File: config.mk
export PLATFORM = sky130hd
export DESIGN_NAME = acc_chain_ctrl
export DESIGN_NICKNAME = d
export VERILOG_FILES = /design/src/inc/acc_pkg.sv /design/src/rtl/acc_fs_divider.sv /design/src/rtl/acc_mux_decode.sv /design/src/rtl/acc_chain_ctrl.sv
export SDC_FILE = /design/constraint.sdc
export NUM_CORES = 1
export LEC_CHECK = 0
export ABC_AREA = 0
export ABC_CLOCK_PERIOD_IN_PS = 2800
export BUFFER_PORTS_ARGS = -buffer_cell sky130_fd_sc_hd__buf_2
export CAP_MARGIN = 20
export CELL_PAD_IN_SITES_DETAIL_PLACEMENT = 0
export CELL_PAD_IN_SITES_GLOBAL_PLACEMENT = 2
export CORE_MARGIN = 2
export CORE_UTILIZATION = 33
export DETAILED_ROUTE_END_ITERATION = 12
export PLACE_DENSITY_LB_ADDON = 0.1
export RECOVER_POWER = 100
export SYNTH_ARGS = -nofsm -noshare
export SYNTH_HDL_FRONTEND = slang
export SYNTH_SLANG_ARGS = --single-unit
export TNS_END_PERCENT = 5
File: constraint.sdc
create_clock -name clk -period 2.8 [get_ports clk]
set_input_delay 0.28 -clock clk [delete_from_list [all_inputs] [get_ports clk]]
set_output_delay 0.28 -clock clk [all_outputs]
set_load 0.03 [all_outputs]
File: src/inc/acc_pkg.sv
// constants, register layouts and carrier types of the acquisition chain control
// assumes a 200 MHz system clock and a classic wishbone register bus
`default_nettype none
package acc_pkg;

   // ***********************************************
   // register map (word index, byte address = 4 x index)
   // ***********************************************
   localparam logic [2:0] REG_CFG0 = 3'h0;
   localparam logic [2:0] REG_CFG1 = 3'h1;
   localparam logic [2:0] REG_CFG2 = 3'h2;
   localparam logic [2:0] REG_CFG3 = 3'h3;
   localparam logic [2:0] REG_CFG4 = 3'h4;
   localparam logic [2:0] REG_CFG5 = 3'h5;
   localparam int NUM_REGS = 6;

   // ***********************************************
   // reset and restore values, writable masks
   // ***********************************************
   localparam logic [7:0] CFG0_DEF = 8'h28;
   localparam logic [7:0] CFG1_DEF = 8'hF0;
   localparam logic [7:0] CFG2_DEF = 8'hC0;
   localparam logic [7:0] CFG3_DEF = 8'h00;
   localparam logic [7:0] CFG4_DEF = 8'h00;
   localparam logic [7:0] CFG5_DEF = 8'h00;
   localparam logic [7:0] CFG0_WMASK = 8'h7E;
   localparam logic [7:0] CFG4_WMASK = 8'h7F;
   localparam logic [7:0] CFG5_WMASK = 8'h3F;

   // ***********************************************
   // timing
   // ***********************************************
   localparam int CLK_PERIOD_NS = 5;
   localparam int FS_MAX_PERIOD_NS = 2000;
   localparam logic [11:0] FS_BASE_CYC = 12'(FS_MAX_PERIOD_NS / CLK_PERIOD_NS);
   localparam logic [1:0] FS_SEL_MAX = 2'h3;
   localparam logic [10:0] OSR_BASE = 11'h008;
   localparam logic [3:0] NEL_ONE = 4'h1;

   // ***********************************************
   // register layouts
   // ***********************************************
   typedef struct packed {
      logic start;
      logic [1:0] conversion_count_sel;
      logic [2:0] oversample_ratio_sel;
      logic continuous;
      logic rsv;
   } acc_cfg0_s;

   typedef struct packed {
      logic [1:0] converter_bias_scale;
      logic [1:0] gain_stage_bias_scale;
      logic [3:0] enable;
   } acc_cfg1_s;

   typedef struct packed {
      logic [1:0] sample_freq_sel;
      logic [1:0] second_stage_gain;
      logic [3:0] second_stage_offset;
   } acc_cfg2_s;

   typedef struct packed {
      logic first_stage_gain;
      logic [6:0] third_stage_gain;
   } acc_cfg3_s;

   typedef struct packed {
      logic rsv;
      logic [6:0] third_stage_offset;
   } acc_cfg4_s;

   typedef struct packed {
      logic busy;
      logic restore;
      logic [4:0] input_sel;
      logic ref_select;
   } acc_cfg5_s;

   // ***********************************************
   // analog front end controls
   // ***********************************************
   typedef struct packed {
      logic [1:0] converter_bias_scale;
      logic [1:0] gain_stage_bias_scale;
      logic modulator_enable;
      logic [2:0] stage_enable;
      logic [2:0] stage_bypass;
      logic first_stage_gain;
      logic [1:0] second_stage_gain;
      logic [6:0] third_stage_gain;
      logic [3:0] second_stage_offset;
      logic [6:0] third_stage_offset;
      logic [2:0] pos_input;
      logic [2:0] neg_input;
      logic inputs_connected;
      logic ref_select;
   } acc_analog_s;

   typedef enum logic {ACC_IDLE, ACC_RUN} acc_state_e;

endpackage : acc_pkg
`default_nettype wire

File: src/rtl/acc_fs_divider.sv
// over-sampling tick generator: one pulse every period clocks
// assumes restart is a one-cycle pulse from the sequencer
`timescale 1ns/10ps
`default_nettype none
module acc_fs_divider (
   input wire logic clk,
   input wire logic rst_n,
   input wire logic restart,
   input wire logic [11:0] period,
   output logic tick
);

   logic [11:0] cnt;

   // ***********************************************
   // counter
   // ***********************************************
   always_ff @(posedge clk or negedge rst_n) begin
      if (!rst_n) begin
         cnt <= 12'h000;
      end else if (restart || cnt >= period - 12'h001) begin
         cnt <= 12'h000;
      end else begin
         cnt <= cnt + 12'h001;
      end
   end

   always_ff @(posedge clk or negedge rst_n) begin
      if (!rst_n) begin
         tick <= 1'b0;
      end else begin
         tick <= !restart && (cnt >= period - 12'h001);
      end
   end

endmodule : acc_fs_divider
`default_nettype wire

File: src/rtl/acc_mux_decode.sv
// input multiplexer decode: mode, polarity and channel to terminal indices
// assumes input 0 is the common return in single-ended mode
`timescale 1ns/10ps
`default_nettype none
module acc_mux_decode (
   input wire logic [4:0] input_sel,
   output logic [2:0] pos_input,
   output logic [2:0] neg_input,
   output logic connected
);

   localparam logic [2:0] IN_ZERO = 3'h0;
   localparam logic [2:0] SE_LAST = 3'h5;
   localparam logic [1:0] DIFF_NC = 2'h3;

   logic [2:0] p;
   logic [2:0] n;

   // ***********************************************
   // decode
   // ***********************************************
   always_comb begin
      if (input_sel[4]) begin
         p = input_sel[2:0];
         n = IN_ZERO;
         connected = (input_sel[2:0] <= SE_LAST);
      end else begin
         p = {input_sel[1:0], 1'b1};
         n = {input_sel[1:0], 1'b0};
         connected = (input_sel[1:0] != DIFF_NC);
      end
      if (input_sel[3]) begin
         pos_input = n;
         neg_input = p;
      end else begin
         pos_input = p;
         neg_input = n;
      end
   end

endmodule : acc_mux_decode
`default_nettype wire

File: src/rtl/acc_chain_ctrl.sv
// acquisition chain control: configuration registers and conversion sequencer
// assumes a classic wishbone master and a 200 MHz clock
`timescale 1ns/10ps
`default_nettype none
module acc_chain_ctrl (
   input wire logic clk,
   input wire logic nrst,
   input wire logic wb_cyc_i,
   input wire logic wb_stb_i,
   input wire logic wb_we_i,
   input wire logic [4:0] wb_adr_i,
   input wire logic [31:0] wb_dat_i,
   input wire logic [3:0] wb_sel_i,
   output logic [31:0] wb_dat_o,
   output logic wb_ack_o,
   output acc_pkg::acc_analog_s analog,
   output logic sample_tick,
   output logic chop_polarity,
   output logic conv_done,
   output logic busy
);

   // ***********************************************
   // reset release
   // ***********************************************
   logic rst_meta;
   logic rst_n_sync;

   always_ff @(posedge clk or negedge nrst) begin
      if (!nrst) begin
         rst_meta <= 1'b0;
         rst_n_sync <= 1'b0;
      end else begin
         rst_meta <= 1'b1;
         rst_n_sync <= rst_meta;
      end
   end

   // ***********************************************
   // bus slave
   // ***********************************************
   logic [7:0] cfg [0:acc_pkg::NUM_REGS-1];
   logic [2:0] idx;
   logic wr_en;
   logic start_wr;
   logic cont_wr;
   logic restore_wr;
   logic [7:0] rd_byte;
   acc_pkg::acc_cfg0_s wr_c0;
   acc_pkg::acc_cfg5_s wr_c5;

   assign idx = wb_adr_i[4:2];
   assign wr_en = wb_cyc_i && wb_stb_i && wb_we_i && wb_ack_o && wb_sel_i[0];
   assign wr_c0 = acc_pkg::acc_cfg0_s'(wb_dat_i[7:0]);
   assign wr_c5 = acc_pkg::acc_cfg5_s'(wb_dat_i[7:0]);
   assign start_wr = wr_en && idx == acc_pkg::REG_CFG0 && wr_c0.start;
   assign cont_wr = wr_en && idx == acc_pkg::REG_CFG0 && wr_c0.continuous;
   assign restore_wr = wr_en && idx == acc_pkg::REG_CFG5 && wr_c5.restore;

   always_ff @(posedge clk or negedge rst_n_sync) begin
      if (!rst_n_sync) begin
         wb_ack_o <= 1'b0;
      end else begin
         wb_ack_o <= wb_cyc_i && wb_stb_i && !wb_ack_o;
      end
   end

   always_comb begin
      rd_byte = 8'h00;
      unique case (idx)
         acc_pkg::REG_CFG0: rd_byte = cfg[acc_pkg::REG_CFG0] & acc_pkg::CFG0_WMASK;
         acc_pkg::REG_CFG1: rd_byte = cfg[acc_pkg::REG_CFG1];
         acc_pkg::REG_CFG2: rd_byte = cfg[acc_pkg::REG_CFG2];
         acc_pkg::REG_CFG3: rd_byte = cfg[acc_pkg::REG_CFG3];
         acc_pkg::REG_CFG4: rd_byte = cfg[acc_pkg::REG_CFG4] & acc_pkg::CFG4_WMASK;
         acc_pkg::REG_CFG5: rd_byte = {busy, 1'b0, cfg[acc_pkg::REG_CFG5][5:0]};
         default: rd_byte = 8'h00;
      endcase
   end

   always_ff @(posedge clk or negedge rst_n_sync) begin
      if (!rst_n_sync) begin
         wb_dat_o <= 32'h0000_0000;
      end else if (wb_cyc_i && wb_stb_i && !wb_ack_o && !wb_we_i) begin
         wb_dat_o <= {24'h00_0000, rd_byte};
      end
   end

   // ***********************************************
   // configuration registers
   // ***********************************************
   always_ff @(posedge clk or negedge rst_n_sync) begin
      if (!rst_n_sync) begin
         cfg[acc_pkg::REG_CFG0] <= acc_pkg::CFG0_DEF;
         cfg[acc_pkg::REG_CFG1] <= acc_pkg::CFG1_DEF;
         cfg[acc_pkg::REG_CFG2] <= acc_pkg::CFG2_DEF;
         cfg[acc_pkg::REG_CFG3] <= acc_pkg::CFG3_DEF;
         cfg[acc_pkg::REG_CFG4] <= acc_pkg::CFG4_DEF;
         cfg[acc_pkg::REG_CFG5] <= acc_pkg::CFG5_DEF;
      end else if (restore_wr) begin
         cfg[acc_pkg::REG_CFG0] <= acc_pkg::CFG0_DEF;
         cfg[acc_pkg::REG_CFG1] <= acc_pkg::CFG1_DEF;
         cfg[acc_pkg::REG_CFG2] <= acc_pkg::CFG2_DEF;
         cfg[acc_pkg::REG_CFG3] <= acc_pkg::CFG3_DEF;
         cfg[acc_pkg::REG_CFG4] <= acc_pkg::CFG4_DEF;
         cfg[acc_pkg::REG_CFG5] <= acc_pkg::CFG5_DEF;
      end else if (wr_en) begin
         unique case (idx)
            acc_pkg::REG_CFG0: cfg[idx] <= wb_dat_i[7:0] & acc_pkg::CFG0_WMASK;
            acc_pkg::REG_CFG1: cfg[idx] <= wb_dat_i[7:0];
            acc_pkg::REG_CFG2: cfg[idx] <= wb_dat_i[7:0];
            acc_pkg::REG_CFG3: cfg[idx] <= wb_dat_i[7:0];
            acc_pkg::REG_CFG4: cfg[idx] <= wb_dat_i[7:0] & acc_pkg::CFG4_WMASK;
            acc_pkg::REG_CFG5: cfg[idx] <= wb_dat_i[7:0] & acc_pkg::CFG5_WMASK;
            default: ;
         endcase
      end
   end

   acc_pkg::acc_cfg0_s c0;
   acc_pkg::acc_cfg1_s c1;
   acc_pkg::acc_cfg2_s c2;
   acc_pkg::acc_cfg3_s c3;
   acc_pkg::acc_cfg4_s c4;
   acc_pkg::acc_cfg5_s c5;

   assign c0 = acc_pkg::acc_cfg0_s'(cfg[acc_pkg::REG_CFG0]);
   assign c1 = acc_pkg::acc_cfg1_s'(cfg[acc_pkg::REG_CFG1]);
   assign c2 = acc_pkg::acc_cfg2_s'(cfg[acc_pkg::REG_CFG2]);
   assign c3 = acc_pkg::acc_cfg3_s'(cfg[acc_pkg::REG_CFG3]);
   assign c4 = acc_pkg::acc_cfg4_s'(cfg[acc_pkg::REG_CFG4]);
   assign c5 = acc_pkg::acc_cfg5_s'(cfg[acc_pkg::REG_CFG5]);

   // ***********************************************
   // analog front end controls
   // ***********************************************
   logic [2:0] pos_input;
   logic [2:0] neg_input;
   logic inputs_connected;

   acc_mux_decode u_mux (
      .input_sel(c5.input_sel),
      .pos_input(pos_input),
      .neg_input(neg_input),
      .connected(inputs_connected)
   );

   always_comb begin
      analog.converter_bias_scale = c1.converter_bias_scale;
      analog.gain_stage_bias_scale = c1.gain_stage_bias_scale;
      analog.modulator_enable = c1.enable[0];
      analog.stage_enable = c1.enable[3:1];
      analog.stage_bypass = ~c1.enable[3:1];
      analog.first_stage_gain = c3.first_stage_gain;
      analog.second_stage_gain = c2.second_stage_gain;
      analog.third_stage_gain = c3.third_stage_gain;
      analog.second_stage_offset = c2.second_stage_offset;
      analog.third_stage_offset = c4.third_stage_offset;
      analog.pos_input = pos_input;
      analog.neg_input = neg_input;
      analog.inputs_connected = inputs_connected;
      analog.ref_select = c5.ref_select;
   end

   // ***********************************************
   // conversion sequencer
   // ***********************************************
   acc_pkg::acc_state_e state;
   logic pending;
   logic launch;
   logic elem_done;
   logic [10:0] period_cnt;
   logic [2:0] elconv_cnt;
   logic [10:0] osr_last;
   logic [2:0] nel_last;
   logic [11:0] fs_period;

   assign fs_period = acc_pkg::FS_BASE_CYC << (acc_pkg::FS_SEL_MAX - c2.sample_freq_sel);
   assign osr_last = acc_pkg::OSR_BASE << c0.oversample_ratio_sel;
   assign nel_last = 3'((acc_pkg::NEL_ONE << c0.conversion_count_sel) - acc_pkg::NEL_ONE);
   assign elem_done = state == acc_pkg::ACC_RUN && sample_tick && period_cnt == osr_last;
   assign conv_done = elem_done && elconv_cnt == nel_last;
   assign launch = !restore_wr && ((state == acc_pkg::ACC_IDLE && pending)
      || (conv_done && (pending || c0.continuous)));
   assign busy = state == acc_pkg::ACC_RUN;

   acc_fs_divider u_div (
      .clk(clk),
      .rst_n(rst_n_sync),
      .restart(launch || restore_wr),
      .period(fs_period),
      .tick(sample_tick)
   );

   always_ff @(posedge clk or negedge rst_n_sync) begin
      if (!rst_n_sync) begin
         pending <= 1'b0;
      end else begin
         pending <= start_wr || cont_wr || (pending && !launch);
      end
   end

   always_ff @(posedge clk or negedge rst_n_sync) begin
      if (!rst_n_sync) begin
         state <= acc_pkg::ACC_IDLE;
      end else if (restore_wr || launch) begin
         state <= acc_pkg::ACC_RUN;
      end else if (conv_done) begin
         state <= acc_pkg::ACC_IDLE;
      end
   end

   always_ff @(posedge clk or negedge rst_n_sync) begin
      if (!rst_n_sync) begin
         period_cnt <= 11'h000;
      end else if (restore_wr || launch || elem_done) begin
         period_cnt <= 11'h000;
      end else if (busy && sample_tick) begin
         period_cnt <= period_cnt + 11'h001;
      end
   end

   always_ff @(posedge clk or negedge rst_n_sync) begin
      if (!rst_n_sync) begin
         elconv_cnt <= 3'h0;
         chop_polarity <= 1'b0;
      end else if (restore_wr || launch) begin
         elconv_cnt <= 3'h0;
         chop_polarity <= 1'b0;
      end else if (elem_done) begin
         elconv_cnt <= elconv_cnt + 3'h1;
         chop_polarity <= !chop_polarity;
      end
   end

   // ***********************************************
   // checks
   // ***********************************************
   logic [11:0] tick_gap;
   logic gap_valid;

   always_ff @(posedge clk or negedge rst_n_sync) begin
      if (!rst_n_sync) begin
         tick_gap <= 12'h000;
         gap_valid <= 1'b0;
      end else if (launch || restore_wr || wr_en) begin
         tick_gap <= 12'h000;
         gap_valid <= 1'b0;
      end else if (sample_tick) begin
         tick_gap <= 12'h000;
         gap_valid <= 1'b1;
      end else begin
         tick_gap <= tick_gap + 12'h001;
      end
   end

   start_read_zero_a: assert property (@(posedge clk) disable iff (!rst_n_sync)
      wb_ack_o && !wb_we_i && idx == acc_pkg::REG_CFG0 |-> !wb_dat_o[7])
      else $error("start bit read back as one");
   reserved_zero_a: assert property (@(posedge clk) disable iff (!rst_n_sync)
      wb_ack_o && !wb_we_i && idx == acc_pkg::REG_CFG4 |-> !wb_dat_o[7])
      else $error("reserved bit read back as one");
   restore_restart_a: assert property (@(posedge clk) disable iff (!rst_n_sync)
      restore_wr |=> busy && period_cnt == 11'h000 && cfg[acc_pkg::REG_CFG2] == 8'hC0
      && analog.stage_enable == 3'h0)
      else $error("restore did not reload and restart");
   cont_chain_a: assert property (@(posedge clk) disable iff (!rst_n_sync)
      conv_done && c0.continuous && !restore_wr |=> busy && elconv_cnt == 3'h0)
      else $error("continuous mode did not restart");
   chop_toggle_a: assert property (@(posedge clk) disable iff (!rst_n_sync)
      elem_done && !conv_done && !restore_wr |=> chop_polarity != $past(chop_polarity))
      else $error("chop polarity did not toggle");
   osr_span_a: assert property (@(posedge clk) disable iff (!rst_n_sync)
      elem_done |-> period_cnt == (11'h008 << c0.oversample_ratio_sel))
      else $error("elementary conversion length wrong");
   tick_period_a: assert property (@(posedge clk) disable iff (!rst_n_sync)
      sample_tick && gap_valid && !$past(wr_en) |-> tick_gap == fs_period - 12'h001)
      else $error("sampling period wrong");
   diff_open_a: assert property (@(posedge clk) disable iff (!rst_n_sync)
      !c5.input_sel[4] && c5.input_sel[1:0] == 2'h3 |-> !analog.inputs_connected)
      else $error("open differential code connected");
   single_shot_a: assert property (@(posedge clk) disable iff (!rst_n_sync)
      start_wr && !busy && !restore_wr |-> ##[1:2] busy)
      else $error("start did not begin a conversion");
   busy_end_a: assert property (@(posedge clk) disable iff (!rst_n_sync)
      conv_done && !launch && !restore_wr |=> !busy)
      else $error("busy stayed high after conversion");

endmodule : acc_chain_ctrl
`default_nettype wire

**Yosys cells after proc, flatten, opt, wreduce, memory -nomap -nowiden**

Cells that the tools add are included.

- Register bits: 89
- Input port bits: 46
- Output and inout port bits: 77
- Logic and storage cells: 106

- Add/sub/neg operators: 6
- Magnitude comparators: 4
- Equal/unequal tests: 8
- Shift-type cells: 3
- Muxes and demuxes: 24
- Bitwise gates (word level): 3
- Reduce and logical (&&, ||, !) cells: 41

Operator list:

| kind | number |
|---|---|
| bitwise mux 48 bit | 4 |
| case mux 48 bit (4 select lines) | 1 |
| 2-to-1 mux 48 bit | 2 |
| case mux 8 bit (6 select lines) | 1 |
| demux 8 bit (select 3 bit) | 1 |
| 2-to-1 mux 11 bit | 2 |
| logical AND 1 bit | 20 |
| 2-to-1 mux 3 bit | 6 |
| adder 12 x 1 -> 12 bit, second input constant | 1 |
| greater-or-equal comparator 12 bit | 1 |
| 2-to-1 mux 12 bit | 1 |
| << shifter 9 x 2 -> 12 bit, first input constant | 1 |
| subtractor 12 x 1 -> 12 bit, second input constant | 1 |
| adder 11 x 1 -> 11 bit, second input constant | 1 |
| == test 11 bit | 1 |
| << shifter 4 x 3 -> 11 bit, first input constant | 1 |
| 2-to-1 mux 8 bit | 1 |
| nonzero test 2 bit | 4 |
| logical OR 1 bit | 7 |
| == test 3 x 2 -> 1 bit, second input constant | 2 |
| == test 3 bit, second input constant | 2 |
| zero test 1 bit | 6 |
| 2-to-1 mux 1 bit | 5 |
| nonzero test 5 bit | 1 |
| 16 further kinds | 16 |

**Logic depth before layout (Yosys ltp)**

- Depth in word-level cells: 11
- Mapped depth: 10

**Hierarchy**

A second synthesis with hierarchy kept.

- Cells, all modules: 553
- Area total of the unflattened synthesis: 5246.3 sq um

By module, submodules not included:

| module | times used | cells each | area each (sq um) | sequential area each (sq um) |
|---|---|---|---|---|
| acc_chain_ctrl | 1 | 425 | 4083.9 | 1786.7 |
| acc_fs_divider | 1 | 114 | 1088.5 | 325.3 |
| acc_mux_decode | 1 | 14 | 73.8 | 0.0 |

**Worst setup path before layout**

No wires, ideal clock.

- Kind: flip-flop to flip-flop
- From: reg cfg (netlist bit c2[7])
- To: reg u_div.cnt[3]
- Setup time: 0.101 ns
- Arrival time: 2.410 ns
- Data required time: 2.699 ns
- Slack: 0.289 ns
- Stages on the path, launching flop included: 11
- Buffers on the path: 1
- Cells stage by stage: dfstp_2 -> inv_1 -> ha_1 -> inv_1 -> ha_1 -> a21o_1 -> a21o_1 -> a221oi_1 -> nand2_1 -> clkbuf_1 -> nor4_1

- Word-level cells in the longest chain between the ends: 6

RTL lines:

| item | line | source |
|---|---|---|
| start, declared | acc_chain_ctrl.sv:42 | `logic [7:0] cfg [0:acc_pkg::NUM_REGS-1];` |
| start signal, assigned by index | acc_chain_ctrl.sv:94 | `cfg[acc_pkg::REG_CFG0] <= acc_pkg::CFG0_DEF;` |
| start signal, assigned by index | acc_chain_ctrl.sv:95 | `cfg[acc_pkg::REG_CFG1] <= acc_pkg::CFG1_DEF;` |
| start signal, assigned by index | acc_chain_ctrl.sv:96 | `cfg[acc_pkg::REG_CFG2] <= acc_pkg::CFG2_DEF;` |
| subtractor 2 bit | acc_chain_ctrl.sv:178 | `assign fs_period = acc_pkg::FS_BASE_CYC << (acc_pkg::FS_SEL_MAX - c2.sample_freq_sel);` |
| << shifter 9 x 2 -> 12 bit | acc_chain_ctrl.sv:178 |  |
| subtractor 12 x 1 -> 12 bit | acc_fs_divider.sv:21 | `end else if (restart \|\| cnt >= period - 12'h001) begin` |
| greater-or-equal comparator 12 bit | acc_fs_divider.sv:21 |  |
| logical OR 1 bit | acc_fs_divider.sv:21 |  |
| 2-to-1 mux 12 bit | acc_fs_divider.sv:21 |  |
| end signal, assigned | acc_fs_divider.sv:24 | `cnt <= cnt + 12'h001;` |
| end, declared | acc_fs_divider.sv:13 | `logic [11:0] cnt;` |

Every way passes these cells.
A chain may end at the register's enable or synchronous reset.

**Final worst setup path**

- From: reg cfg (netlist bit c2[7])
- To: reg u_div.cnt[10]

Same word-level chain as after synthesis.

==> results.md <==
- Clock tree from TritonCTS: yes
- Die X: 125 um
- Pins over their slew limit: 45
- Crit path cell chain: inv_1, ha_1, inv_1, ha_1, a21o_1, a21o_1, a221oi_1, nand2_1, buf_4, nor4_1
- Library cell used as clock root buffer: sky130_fd_sc_hd__clkbuf_16
- Share of the clock period used by the worst path: 92.9%
- Critical Path Sink Type: register
- DRT Pass-1 Iters: 4
- Number of DRC violations after detailed-routing iteration 0: 235
- Starting utilization of the core area: 33.4%
- Rows: 44
- Filler Cells Inserted: 1,514
- Data arrival time of the critical path: 2.84 ns
- Worst max-slew margin expressed relative to the limit: -25.3%
- Stages on the worst setup path: 10
- Final setup fails: 0
- Via density per instance: 5.10
- Post-synthesis instance area: 0.00482 mm^2
- Worst clock skew: 0.0148 ns
- Total overflow reported by the global router: 0
- Die height: 125 um
- Antenna cells: 0
- Maximum resistive drop on vdd: 0.249 mV
- Die footprint: 0.0156 mm^2
- Unique masters post-synth: 64
- Total Negative Setup Slacks: 0 ns
- Post-synthesis sequential element count: 84
- Clock buffer count from CTS: 9
- Remaining antenna violation count: 0
- Buffer depth of the longest clock path: 2
- Reported max-cap violation count: 1
- Most frequent cells after synthesis: 76 x sky130_fd_sc_hd__dfrtp_1, 41 x sky130_fd_sc_hd__nand2_1, 41 x sky130_fd_sc_hd__nor2_1
- Lkg Pwr: 2.50 nW
- Launch point of the worst path: c2[7]$_DFFE_PN1P_
- Clock latency on the worst-skew pair: 0.35 ns
- Detailed Route WL: 13,100 um
- Max Fclk: 384 MHz
- Run status: finished with violations
- Post-Synth Adder-Cell Area: 4.15%
- Count of clock tree sinks: 84
- Share of synthesized area occupied by flip-flops and latches: 43.8%
- Register-to-register path setup slack: 0.20 ns
- Core area: 0.0144 mm^2
- Area share of the leading cell type in the synthesized netlist: 39.4%
- H-tree depth reported by CTS: 3
- Total of buffers placed on input and output ports: 69
- Largest fanout on the critical path: 13
- Time the final worst path needs with I/O delays and setup: 2.60 ns
- Yosys warnings: 0
- All-layer global routing usage: 17.2%
- Type of the most critical hold path: in -> reg
- Global-route wire length before repair: 21,000 um
- Xor/xnor share of the synthesized area: 3.63%
- Initial antenna violation count: 0
- RePlAce Congestion: 0.782
- Most frequently used cell type in the post-synthesis netlist: sky130_fd_sc_hd__dfrtp_1
- Start-to-end type of the worst setup path: reg -> reg
- Sort of element at the start of the critical path: register
- Mux share of post-synthesis cell area: 6.31%
- Number of non-filler instances in the completed layout: 734
- Slowest cell on the critical path: sky130_fd_sc_hd__dfstp_2
- Register clock-pin slew on the reported worst setup and hold paths: 0.07 ns
- Number of remaining DRC errors: 0
- Growth of design area from synthesis to finish: 12.4%
- Proportion of register bits with asynchronous set or reset after synthesis: 100%
- Cell count of the worst reg-to-reg path: 10
- Vias in the first global route: 3,676
- Crit Reg-Reg Endpoint: u_div.cnt[10]$_DFF_PN0_
- Mapped Avg Cell Area: 9.92 um^2
- Top cell type by total area after synthesis: sky130_fd_sc_hd__dfrtp_1
- Detailed placer's ending HPWL: 9340 um
- Ys flop type: sky130_fd_sc_hd__dfrtp_1
- Via count: 3,742
- Final Net Count: 607
- Setup crit end: u_div.cnt[10]$_DFF_PN0_
- Violated checks: max-capacitance violations, max-slew violations
- Slowest Stage Delay on Critical Path: 0.58 ns
- Main combinational cell family by area after synthesis: simple AND/OR/NAND/NOR gates
- Source of the worst register-to-register timing path: c2[7]$_DFFE_PN1P_
- Delay-heaviest family, CP: compound AO/OA/AOI/OAI gates
- Seq. cell area: 0.00211 mm^2
- Most area-consuming cells after synthesis: sky130_fd_sc_hd__dfrtp_1 39%, sky130_fd_sc_hd__buf_4 5.0%, sky130_fd_sc_hd__dfstp_2 4.4%, sky130_fd_sc_hd__ha_1 4.2%, sky130_fd_sc_hd__a22o_1 3.8%
- WP buf/inv: 3
- Endpoints failing hold: 0
- Transition time at the pin with the least slew margin: 1.88 ns
- Wirelength per Cell: 17.8 um
- Share of layout cells above drive strength 1: 11.6%
- Cells after DPL: 717
- Area share of and/or/nand/nor cells after synthesis: 18.2%
- Area of combinational cells with multiple inputs: 0.00232 mm^2
- Setup repair after global routing missed its margin: no
- Count of pins on the block boundary: 123
- Worst hold-check slack: 0.206 ns
- Pin count of the biggest net entering global routing: 45
- Number of enable-type register cells in the synthesized netlist: 0
- Power per standard cell area: 586 mW/mm^2
- Final total power: 3.18 mW
- Setup repair bufs after CTS: 0
- Gate count of the mapped netlist: 486
- Synthesized-area fraction occupied by ao, oa, aoi and oai cells: 14.7%
- Required time worst endpoint: 3.04 ns
## repair_timing
item                                    in CTS  in global routing
gates resized for setup                      0                  1
endpoints found under the hold margin        2                  0
hold buffers                                 1                  0
endpoints found under the setup margin       0                  1
## area by class of cell
cell class | instances | area share, %
multi-input cells | 347 | 42.8
flip-flops and latches | 84 | 39.0
clock buffers | 9 | 4.16
repair buffers | 83 | 6.93
well taps | 184 | 4.25
inverters | 20 | 1.39
clock inverters | 7 | 1.50
## flip-flops by register name (all words and copies together) (netlist names), 3 cells and up
name	flops
c1	8
wb_dat_o	8
elconv_cnt	3
c3	8
u_div.cnt	12
period_cnt	11
c0	6
c2	8
c5	6
c4	7
## through the flow
stage               setup slack [ns]  util (%)  area, um^2
floorplan                      0.289         -        4910
global placement               0.272      36.3        5240
detailed placement             0.223      36.3        5240
CTS                           0.0402      38.5        5550
global route                  0.0173      37.6        5420
finish                         0.198      37.6        5420
## placed cells by master (no fill, tap or decap), types with 3 or more instances in the layout
cell	n
sky130_fd_sc_hd__a22oi_1	4
sky130_fd_sc_hd__or3_1	6
sky130_fd_sc_hd__nor3_1	4
sky130_fd_sc_hd__nand4_1	4
sky130_fd_sc_hd__a31oi_1	5
sky130_fd_sc_hd__a222oi_1	3
sky130_fd_sc_hd__inv_2	3
sky130_fd_sc_hd__ha_1	16
sky130_fd_sc_hd__a21oi_1	14
sky130_fd_sc_hd__xor2_1	13
sky130_fd_sc_hd__nor2b_1	6
sky130_fd_sc_hd__xnor2_1	7
sky130_fd_sc_hd__nor4_1	10
sky130_fd_sc_hd__and3_1	10
sky130_fd_sc_hd__nand2_1	41
sky130_fd_sc_hd__nand2b_1	3
sky130_fd_sc_hd__dfrtp_1	76
sky130_fd_sc_hd__mux2_1	7
sky130_fd_sc_hd__o21ai_0	19
sky130_fd_sc_hd__clkbuf_16	9
sky130_fd_sc_hd__nand3_1	17
sky130_fd_sc_hd__a211oi_2	4
sky130_fd_sc_hd__clkbuf_1	56
sky130_fd_sc_hd__conb_1	25
sky130_fd_sc_hd__nor2_1	41
sky130_fd_sc_hd__mux2i_1	18
sky130_fd_sc_hd__dfstp_2	8
sky130_fd_sc_hd__inv_6	3
sky130_fd_sc_hd__buf_4	9
sky130_fd_sc_hd__buf_2	14
sky130_fd_sc_hd__nand4b_1	3
sky130_fd_sc_hd__inv_1	17
sky130_fd_sc_hd__a22o_1	21
sky130_fd_sc_hd__nor3b_1	6
## layer usage
layer  global-route usage [%]  vias to the layer above  wire (um)
met5                        0                        -          0
li1                         -                     1795          -
met4                     6.27                        0        229
met3                     2.53                       13        470
met1                     24.1                     1848       6380
met2                     26.9                       86       5980
## worst min path at each step
stage / depth (start not counted) / endpoint / slack (ns) / start
after floorplan: 0 / rst_meta$_DFF_PN0_ / -0.02 / nrst
after global placement: 1 / rst_meta$_DFF_PN0_ / 0.06 / nrst
after detailed placement: 1 / rst_meta$_DFF_PN0_ / 0.07 / nrst
after CTS: 3 / wb_ack_o$_DFF_PN0_ / 0.19 / wb_stb_i
after global routing: 3 / wb_ack_o$_DFF_PN0_ / 0.23 / wb_cyc_i
final: 3 / wb_ack_o$_DFF_PN0_ / 0.21 / wb_stb_i
## where the power goes
| part | internal (mW) | leakage [nW] | switching, mW |
|---|---|---|---|
| registers | 1.32 | 1.10 | 0.123 |
| clock network | 0.705 | 0.147 | 0.553 |
| logic | 0.156 | 1.25 | 0.317 |
## worst register-to-register path, stage by stage (launching register included)
cell and delay (ns):
sky130_fd_sc_hd__dfstp_2 0.58, sky130_fd_sc_hd__inv_1 0.11, sky130_fd_sc_hd__ha_1 0.29, sky130_fd_sc_hd__inv_1 0.04
sky130_fd_sc_hd__ha_1 0.29, sky130_fd_sc_hd__a21o_1 0.17, sky130_fd_sc_hd__a21o_1 0.17, sky130_fd_sc_hd__a221oi_1 0.28
sky130_fd_sc_hd__nand2_1 0.08, sky130_fd_sc_hd__buf_4 0.19, sky130_fd_sc_hd__nor4_1 0.29
## cells by family (layout without fill, tap and decap cells)
family | count (synthesis) | after routing
and+or+nand+nor | 166 | 166
buffers and inverters | 78 | 119
xor gates and xnor gates | 20 | 20
other | 2 | 25
muxes | 27 | 27
AOI/OAI and AO/OA | 93 | 93
DFF | 84 | 84
adders and majority gates | 16 | 16
No activity file was read; power rests on OpenSTA's default activity.
